[src/design/aip_defines.svh]
`ifndef AIP_DEFINES_SVH
`define AIP_DEFINES_SVH

// register byte offsets
`define AIP_OFS_CTRL        8'h00
`define AIP_OFS_WATCH       8'h04
`define AIP_OFS_STATUS      8'h08
`define AIP_OFS_MASK        8'h0c
`define AIP_OFS_LIVE        8'h10
`define AIP_OFS_RATE        8'h14

// control register fields
`define AIP_CTRL_IRQ_SEL    0
`define AIP_CTRL_REF1_SEL   1
`define AIP_CTRL_REF2_SEL   2
`define AIP_CTRL_IRQ_SENSE  3
`define AIP_CTRL_ALM_SENSE  4
`define AIP_CTRL_DEV_A      5
`define AIP_CTRL_DEV_B      6

// watch register: two bits per input, input a low
`define AIP_WATCH_A_LSB     0
`define AIP_WATCH_B_LSB     2

// absence watch codes
`define AIP_WATCH_OFF       2'h0
`define AIP_WATCH_RSVD      2'h1
`define AIP_WATCH_SLOW      2'h2
`define AIP_WATCH_NORMAL    2'h3

// status, mask and live layout
`define AIP_ST_ABSENT_A     0
`define AIP_ST_ABSENT_B     1
`define AIP_ST_DEV_A        2
`define AIP_ST_DEV_B        3

// reset values
`define AIP_CTRL_RST        8'h00
`define AIP_WATCH_RST       8'h00
`define AIP_MASK_RST        4'h0
`define AIP_STATUS_RST      4'h0

`endif

[src/design/aip_pkg.sv]
package aip_pkg;

  // three-level pin reading, one-hot
  typedef enum logic [2:0] {
    AIP_LVL_LOW  = 3'b001,
    AIP_LVL_MID  = 3'b010,
    AIP_LVL_HIGH = 3'b100
  } aip_level_t;

  // function of the combined pin, one-hot
  typedef enum logic [2:0] {
    AIP_PIN_OFF   = 3'b001,
    AIP_PIN_IRQ   = 3'b010,
    AIP_PIN_ALARM = 3'b100
  } aip_pin_mode_t;

endpackage : aip_pkg

[src/design/aip_sync.sv]
`timescale 1ns/1ps
`default_nettype none

module aip_sync #(
  parameter int W = 1
) (
  input  wire logic         mclk,
  input  wire logic         rst_n,
  input  wire logic [W-1:0] async_in,
  output logic      [W-1:0] sync_out
);

  logic [W-1:0] meta_q;

  // two stages; the first is read by the second only
  always_ff @(posedge mclk) begin
    if (!rst_n) begin
      meta_q   <= '0;
      sync_out <= '0;
    end else begin
      meta_q   <= async_in;
      sync_out <= meta_q;
    end
  end

endmodule : aip_sync

`default_nettype wire

[src/design/aip_top.sv]
// What this block does
// - interrupt mode: maskable, polarity from irq sense
// - ref1 select without irq select: alarm a
// - alarm a reads 0 present, 1 bad
// - alarm sense sets alarm a active level
// - nothing selected: combined pin floats
// - ref2 select: second pin shows alarm b
// - alarm sense inverts; unselected pin floats
// - three-level rate pins, undriven means mid
// - per-input deviation watch enable bit
// - absence watch: off, reserved, slow, normal
`timescale 1ns/1ps
`default_nettype none
`include "aip_defines.svh"

module aip_top (
  input  wire logic       mclk,
  input  wire logic       rst_n,
  // register port
  input  wire logic [7:0] reg_addr,
  input  wire logic [7:0] reg_wdata,
  input  wire logic       reg_wr,
  input  wire logic       reg_rd,
  output logic      [7:0] reg_rdata,
  // detector indications, per input (index 0 = a, 1 = b)
  input  wire logic [1:0] signal_absent_normal,
  input  wire logic [1:0] signal_absent_slow,
  input  wire logic [1:0] freq_deviation,
  // three-level rate pins as comparator pairs {above 3/4, above 1/4}
  input  wire logic [1:0] refrate_sel_low_cmp,
  input  wire logic [1:0] refrate_sel_high_cmp,
  // status pins
  output logic            irq_or_ref1_alarm_pin_o,
  output logic            irq_or_ref1_alarm_pin_oe,
  output logic            ref2_alarm_pin_o,
  output logic            ref2_alarm_pin_oe,
  output logic            irq_o,
  output logic      [5:0] refrate_code
);

  ////////////////////////////////////////////////////////////////////////////
  // helpers

  // comparator pair to three-level reading; a floating pin sits at mid
  function automatic aip_pkg::aip_level_t aip_decode_level(input logic [1:0] cmp);
    aip_pkg::aip_level_t lvl;
    lvl = aip_pkg::AIP_LVL_MID;
    case (cmp)
      2'h0:    lvl = aip_pkg::AIP_LVL_LOW;
      2'h1:    lvl = aip_pkg::AIP_LVL_MID;
      2'h3:    lvl = aip_pkg::AIP_LVL_HIGH;
      default: lvl = aip_pkg::AIP_LVL_MID; // impossible pair, treat as undriven
    endcase
    return lvl;
  endfunction : aip_decode_level

  // absence indication gated by the two-bit watch mode
  function automatic logic aip_absence(input logic [1:0] mode,
                                       input logic       normal,
                                       input logic       slow);
    logic res;
    res = 1'b0;
    case (mode)
      `AIP_WATCH_SLOW:   res = slow;
      `AIP_WATCH_NORMAL: res = normal;
      default:           res = 1'b0; // off and the reserved code watch nothing
    endcase
    return res;
  endfunction : aip_absence

  // pin level from a condition and its sense bit; sense 1 drives active high
  function automatic logic aip_sensed(input logic cond,
                                      input logic sense);
    return cond ~^ sense;
  endfunction : aip_sensed

  // address match shared by the four write decodes
  function automatic logic aip_hit(input logic [7:0] addr,
                                   input logic [7:0] ofs);
    return addr == ofs;
  endfunction : aip_hit

  ////////////////////////////////////////////////////////////////////////////
  // input synchronisers

  logic [1:0] absent_normal_s;
  logic [1:0] absent_slow_s;
  logic [1:0] deviation_s;
  logic [1:0] rate_low_s;
  logic [1:0] rate_high_s;

  // detector flags and pin comparators come from outside this clock
  // two edges of latency; a detector pulse shorter than one cycle can be missed
  aip_sync #(
    .W (10)
  ) u_sync (
    .mclk     (mclk),
    .rst_n    (rst_n),
    .async_in ({refrate_sel_high_cmp, refrate_sel_low_cmp, freq_deviation,
                signal_absent_slow, signal_absent_normal}),
    .sync_out ({rate_high_s, rate_low_s, deviation_s, absent_slow_s, absent_normal_s})
  );

  ////////////////////////////////////////////////////////////////////////////
  // software registers

  logic [7:0] ctrl_q;
  logic [7:0] watch_q;
  logic [3:0] mask_q;
  logic [3:0] status_q;
  logic [3:0] status_d;
  logic       wr_ctrl;
  logic       wr_watch;
  logic       wr_status;
  logic       wr_mask;

  // live and rate are read only; writes there are dropped
  assign wr_ctrl   = reg_wr && aip_hit(reg_addr, `AIP_OFS_CTRL);
  assign wr_watch  = reg_wr && aip_hit(reg_addr, `AIP_OFS_WATCH);
  assign wr_status = reg_wr && aip_hit(reg_addr, `AIP_OFS_STATUS);
  assign wr_mask   = reg_wr && aip_hit(reg_addr, `AIP_OFS_MASK);

  // control: pin selects, level senses, deviation watch enables
  always_ff @(posedge mclk) begin
    if (!rst_n) begin
      ctrl_q <= `AIP_CTRL_RST;
    end else if (wr_ctrl) begin
      ctrl_q <= {1'b0, reg_wdata[6:0]}; // bit 7 unused, reads zero
    end
  end

  // absence watch modes for both inputs
  // the upper nibble is not stored and reads zero
  always_ff @(posedge mclk) begin
    if (!rst_n) begin
      watch_q <= `AIP_WATCH_RST;
    end else if (wr_watch) begin
      watch_q <= {4'h0, reg_wdata[3:0]};
    end
  end

  // interrupt mask, same layout as status
  always_ff @(posedge mclk) begin
    if (!rst_n) begin
      mask_q <= `AIP_MASK_RST;
    end else if (wr_mask) begin
      mask_q <= reg_wdata[3:0];
    end
  end

  ////////////////////////////////////////////////////////////////////////////
  // per-input alarm conditions

  logic [1:0] absent_live;
  logic [1:0] dev_live;
  logic [1:0] alarm_live;
  logic [1:0] dev_watch;

  assign dev_watch = {ctrl_q[`AIP_CTRL_DEV_B], ctrl_q[`AIP_CTRL_DEV_A]};

  // one loop body for both inputs, so a and b decode alike
  genvar gi;
  generate
    for (gi = 0; gi < 2; gi++) begin : g_input
      // absence through the selected detector
      assign absent_live[gi] = aip_absence(watch_q[2*gi +: 2], absent_normal_s[gi],
                                           absent_slow_s[gi]);
      // deviation counts only while its watch bit is one
      assign dev_live[gi]    = dev_watch[gi] & deviation_s[gi];
      // 0 while the clock is good, 1 on absence or deviation
      assign alarm_live[gi]  = absent_live[gi] | dev_live[gi];
    end
  endgenerate

  ////////////////////////////////////////////////////////////////////////////
  // sticky status and interrupt

  logic [3:0] live_flags;
  logic [3:0] clr_bits;

  assign live_flags = {dev_live, absent_live};
  assign clr_bits   = wr_status ? reg_wdata[3:0] : 4'h0;

  // a condition present in the clearing cycle keeps its bit set
  // clearing needs the condition gone, else the bit sets straight back
  always_comb begin
    status_d = (status_q & ~clr_bits) | live_flags;
  end

  // sticky flags
  always_ff @(posedge mclk) begin
    if (!rst_n) begin
      status_q <= `AIP_STATUS_RST;
    end else begin
      status_q <= status_d;
    end
  end

  logic irq_any;

  // one reduction feeds the interrupt output and the combined pin alike
  assign irq_any = |(status_d & mask_q);

  // level interrupt from unmasked flags; built from the next status, so it
  // moves on the same edge as the status register
  always_ff @(posedge mclk) begin
    if (!rst_n) begin
      irq_o <= 1'b0;
    end else begin
      irq_o <= irq_any;
    end
  end

  ////////////////////////////////////////////////////////////////////////////
  // combined pin function

  aip_pkg::aip_pin_mode_t pin_mode_q;
  aip_pkg::aip_pin_mode_t pin_mode_d;

  // the mode register costs one edge but keeps the select decode off the pin path
  // the interrupt select outranks the alarm select
  always_comb begin
    if (ctrl_q[`AIP_CTRL_IRQ_SEL]) begin
      pin_mode_d = aip_pkg::AIP_PIN_IRQ;
    end else if (ctrl_q[`AIP_CTRL_REF1_SEL]) begin
      pin_mode_d = aip_pkg::AIP_PIN_ALARM;
    end else begin
      pin_mode_d = aip_pkg::AIP_PIN_OFF;
    end
  end

  // mode register
  always_ff @(posedge mclk) begin
    if (!rst_n) begin
      pin_mode_q <= aip_pkg::AIP_PIN_OFF;
    end else begin
      pin_mode_q <= pin_mode_d;
    end
  end

  // drive the combined pin; sense bit 1 means active high
  always_ff @(posedge mclk) begin
    if (!rst_n) begin
      irq_or_ref1_alarm_pin_o  <= 1'b0;
      irq_or_ref1_alarm_pin_oe <= 1'b0;
    end else begin
      case (pin_mode_q)
        aip_pkg::AIP_PIN_IRQ: begin
          irq_or_ref1_alarm_pin_o  <= aip_sensed(irq_any,
                                                 ctrl_q[`AIP_CTRL_IRQ_SENSE]);
          irq_or_ref1_alarm_pin_oe <= 1'b1;
        end
        aip_pkg::AIP_PIN_ALARM: begin
          irq_or_ref1_alarm_pin_o  <= aip_sensed(alarm_live[0],
                                                 ctrl_q[`AIP_CTRL_ALM_SENSE]);
          irq_or_ref1_alarm_pin_oe <= 1'b1;
        end
        aip_pkg::AIP_PIN_OFF: begin
          irq_or_ref1_alarm_pin_o  <= 1'b0;
          irq_or_ref1_alarm_pin_oe <= 1'b0;
        end
        default: begin
          irq_or_ref1_alarm_pin_o  <= 1'b0;
          irq_or_ref1_alarm_pin_oe <= 1'b0;
        end
      endcase
    end
  end

  ////////////////////////////////////////////////////////////////////////////
  // second status pin

  // the shared alarm sense covers both alarm pins
  // no mode register here, so this pin answers a select write one edge before the combined pin
  always_ff @(posedge mclk) begin
    if (!rst_n) begin
      ref2_alarm_pin_o  <= 1'b0;
      ref2_alarm_pin_oe <= 1'b0;
    end else if (ctrl_q[`AIP_CTRL_REF2_SEL]) begin
      ref2_alarm_pin_o  <= aip_sensed(alarm_live[1], ctrl_q[`AIP_CTRL_ALM_SENSE]);
      ref2_alarm_pin_oe <= 1'b1;
    end else begin
      ref2_alarm_pin_o  <= 1'b0;
      ref2_alarm_pin_oe <= 1'b0;
    end
  end

  ////////////////////////////////////////////////////////////////////////////
  // reference rate selection

  aip_pkg::aip_level_t rate_low_lvl;
  aip_pkg::aip_level_t rate_high_lvl;

  assign rate_low_lvl  = aip_decode_level(rate_low_s);
  assign rate_high_lvl = aip_decode_level(rate_high_s);

  logic [1:0] rate_prime_q;

  // the rate synchronisers restart at zero, which would read as a low pin;
  // hold the code at mid until both stages carry real pin samples
  always_ff @(posedge mclk) begin
    if (!rst_n) begin
      rate_prime_q <= 2'h0;
    end else begin
      rate_prime_q <= {rate_prime_q[0], 1'b1};
    end
  end

  // one-hot level pair; the analog side maps it to reference type and rate
  always_ff @(posedge mclk) begin
    if (!rst_n) begin
      refrate_code <= {aip_pkg::AIP_LVL_MID, aip_pkg::AIP_LVL_MID};
    end else if (!rate_prime_q[1]) begin
      refrate_code <= {aip_pkg::AIP_LVL_MID, aip_pkg::AIP_LVL_MID};
    end else begin
      refrate_code <= {rate_high_lvl, rate_low_lvl};
    end
  end

  ////////////////////////////////////////////////////////////////////////////
  // read port

  // data one cycle after the strobe; unmapped and idle reads return zero
  // live flags read raw, so software can tell a gone condition from a sticky bit
  always_ff @(posedge mclk) begin
    if (!rst_n) begin
      reg_rdata <= 8'h00;
    end else if (reg_rd) begin
      case (reg_addr)
        `AIP_OFS_CTRL:   reg_rdata <= ctrl_q;
        `AIP_OFS_WATCH:  reg_rdata <= watch_q;
        `AIP_OFS_STATUS: reg_rdata <= {4'h0, status_q};
        `AIP_OFS_MASK:   reg_rdata <= {4'h0, mask_q};
        `AIP_OFS_LIVE:   reg_rdata <= {2'h0, alarm_live, live_flags};
        `AIP_OFS_RATE:   reg_rdata <= {2'h0, refrate_code};
        default:         reg_rdata <= 8'h00;
      endcase
    end else begin
      reg_rdata <= 8'h00;
    end
  end

endmodule : aip_top

`default_nettype wire

[config.mk]
export PLATFORM = sky130hd
export DESIGN_NAME = aip_top
export DESIGN_NICKNAME = d
export VERILOG_FILES = /design/src/design/aip_pkg.sv /design/src/design/aip_sync.sv /design/src/design/aip_top.sv
export VERILOG_INCLUDE_DIRS = /design/src /design/src/design
export SDC_FILE = /design/constraint.sdc
export NUM_CORES = 1
export LEC_CHECK = 0
export BUFFER_PORTS_ARGS = -buffer_cell sky130_fd_sc_hd__buf_4
export CAP_MARGIN = 20
export CORE_ASPECT_RATIO = 0.6
export CORE_UTILIZATION = 50
export CTS_BUF_LIST = sky130_fd_sc_hd__clkbuf_8
export DETAILED_ROUTE_END_ITERATION = 12
export PLACE_DENSITY = 0.77
export SLEW_MARGIN = 20
export SYNTH_ARGS = -nofsm -noshare
export SYNTH_HDL_FRONTEND = slang
export SYNTH_SLANG_ARGS = --single-unit
[constraint.sdc]
create_clock -name mclk -period 1.9 [get_ports mclk]
set_input_delay 0.38 -clock mclk [delete_from_list [all_inputs] [get_ports mclk]]
set_output_delay 0.38 -clock mclk [all_outputs]
set_load 0.05 [all_outputs]
==> flow_metrics.tcl <==
set metrics [dict create \
    status "finished clean" \
    synth_top_flop_cell "dfxtp_1" \
    hold_violations 0 \
    yosysTopAreaCell "dfxtp_1" \
    finClkSkew_ns 0.00623 \
    firstDrtPassIters 5 \
    dp_hpwl_mm 3.79 \
    pre_cts_ws_ns -0.271 \
    synth_top_area_frac 0.517 \
    clockRootBuffer "clkbuf_8" \
    clockBufferDepth 2 \
    synth_common_cells "62 x dfxtp_1, 31 x nand2_1, 29 x and2_1, 17 x nand3_1, 15 x a21boi_0" \
    holdPathStages 2 \
    synth_cells 251 \
    ys_ff_latch 62 \
    die_y_um 55.7 \
    overflow 0 \
    reg2reg_depth 6 \
    die-area_um2 5090 \
    fmax_mhz 554 \
    rsz0062_at_grt "false" \
    finalCriticalPeriod_ns 1.81 \
    grt_pass1_wl_mm 8.59 \
    cp.depth 7 \
    io_buffers 46 \
    critical_path.cell_chain "buf_4 > or4b_4 > o31ai_2 > a21boi_1 > a2111oi_4 > xnor2_1 > o21ai_1" \
    cts_tree "yes" \
    drtIter0Drc 173 \
    place.gp.congestion 0.891 \
    cpPeakStageDelay_ns 0.57 \
    nets 344 \
    ys_warn_count 0 \
    area_growth_pct 28.2 \
    clk_pin_slew_worst_paths_ns 0.07 \
    worst_setup_path_start_kind "primary input" \
    cts_made_buffers 9 \
    ant_nets 0 \
    core-area_um2 4590 \
    drc 0 \
    critPathMaxFanout 3 \
    post-route-period-util 0.951 \
    p_per_area_nw_per_um2 792 \
    syn_area_per_cell_um2 9.57 \
    p_leak_nw 1.26 \
    crit_buf_inv 1 \
    fin_ws_ns 0.0936 \
    maxCapViolCount 0 \
    syn_nets 285 \
    num_vias 1967 \
    final_core_util 0.671 \
    ioPinCount 49 \
    antenna_found_initial 0 \
    min_path_type "primary input to flip-flop" \
    seq_area_frac_synth 0.517 \
    synth.area.top_cells "dfxtp_1 52%, and2_1 7.6%, nand2_1 4.8%" \
    wl_per_cell_um 13.8 \
    cp.arrival_ns 2.03 \
    cts_num_sinks 62 \
    grt_pass1_vias 1809 \
    cp_slowest_cell "or4b_4" \
    antenna_cells 0 \
    cp_data_required_time_ns 2.12 \
    hold_buffers 0 \
    crit_type "primary input to flip-flop" \
    rows 19 \
    vdd_drop_max_uv 558 \
    syn_area_um2 2400 \
    wl_mm 5.22 \
    end_kind "flip-flop" \
    synthArstFlopShare 0 \
    synth_most_common_cell "dfxtp_1" \
    cp_top_family "compound AO/OA/AOI/OAI gates" \
    finalMaxSlewViolations 0 \
    start_util 0.524 \
    grt_max_degree 46 \
    clock_latency_ns 0.33 \
    ctsHtreeMaxLevel 3 \
    synth_edf_count 0 \
    synth_cell_types 41 \
    grt_usage 0.227 \
    layout-drive-gt1-share 0.283 \
    setup_violations 0 \
    die_w_um 91.5 \
    viasPerCell 5.20 \
]
## cell type report
type	instances	area (µm²)
clock buffer	9	124
clock inverter	7	42.5
fill	405	1510
inverter	7	26.3
tap	63	78.8
sequential	62	1240
multi-input combinational	169	1100
timing repair buffer	61	470
## final timing paths
path	start	endpoint	slack, ns
setup / recovery	reg_addr[5]	irq_or_ref1_alarm_pin_o	0.09
hold / removal	refrate_sel_low_cmp[1]	u_sync.meta_q[7]	0.25
setup reg to reg	watch_q[2]	irq_or_ref1_alarm_pin_o	0.16
hold reg to reg	u_sync.meta_q[1]	u_sync.sync_out[1]	0.43
## layer usage
layer / vias to the layer above / global-route usage / routed length, µm
met5: - / 0 / 0
met3: 7 / 0.0888 / 563
li1: 982 / - / -
met4: 0 / 0.0816 / 52
met1: 888 / 0.330 / 2620
met2: 90 / 0.300 / 1990
## cell usage in the layout (no fill, tap or decap), drive strengths merged, types with 2 or more instances in the layout
master	count
a21oi	5
clkinv	4
nand3b	3
dfxtp	62
buf	61
nand3	17
o21a	2
inv	8
and2	29
nor2	4
a31oi	3
ha	4
nor2b	2
a32oi	3
a21boi	17
nand2	31
clkbuf	9
mux2	2
xor2	3
clkinvlp	2
a22oi	5
or4	2
o21ai	13
nor3	4
a222oi	3
and3	6
## where the power goes
| group | internal [mW] | switching [mW] | total, mW |
|---|---|---|---|
| registers | 1.33 | 0.00984 | 1.34 |
| clock network | 0.461 | 0.483 | 0.944 |
| logic | 0.0776 | 0.0807 | 0.158 |
| total | 1.86 | 0.574 | 2.44 |
## cells by family (layout without fill, tap and decap cells)
logic type / after synthesis / in the layout / share of synthesized area
simple gates: 103 / 103 / 0.234
flops: 62 / 62 / 0.517
compound gates: 55 / 55 / 0.168
buf+inv: 20 / 84 / 0.0349
fa+ha+maj: 4 / 4 / 0.0208
xor+xnor: 4 / 4 / 0.0146
mux: 2 / 2 / 0.00937
other cells: 1 / 1 / 0.00156
## state kept, by name, summed over array words and instances (netlist names)
register                  flops
ctrl_q                        7
irq_o                         1
irq_or_ref1_alarm_pin_o       1
irq_or_ref1_alarm_pin_oe      1
mask_q                        4
pin_mode_q                    3
rate_prime_q                  2
ref2_alarm_pin_o              1
ref2_alarm_pin_oe             1
refrate_code                  6
reg_rdata                     7
status_q                      4
u_sync.meta_q                10
u_sync.sync_out              10
watch_q                       4
## through the flow
step	hold WS, ns	instances	TNS, ns	area, µm²	power [mW]
global route	0.231	378	0	3080	2.56
floorplan	0.408	251	-0.0578	2420	1.44
detailed placement	0.417	362	-2.91	2910	1.52
finish	0.251	378	0	3080	2.44
CTS	0.237	378	0	3080	2.47
global placement	0.415	362	-2.80	2910	1.52
## what timing repair did
action / CTS / global route
endpoints found under the setup margin: 0 / 2
endpoints found under the hold margin: 0 / 0
gates resized for setup: 0 / 2
buffers inserted: 0 / 0
(Power assumes the default switching activity.)
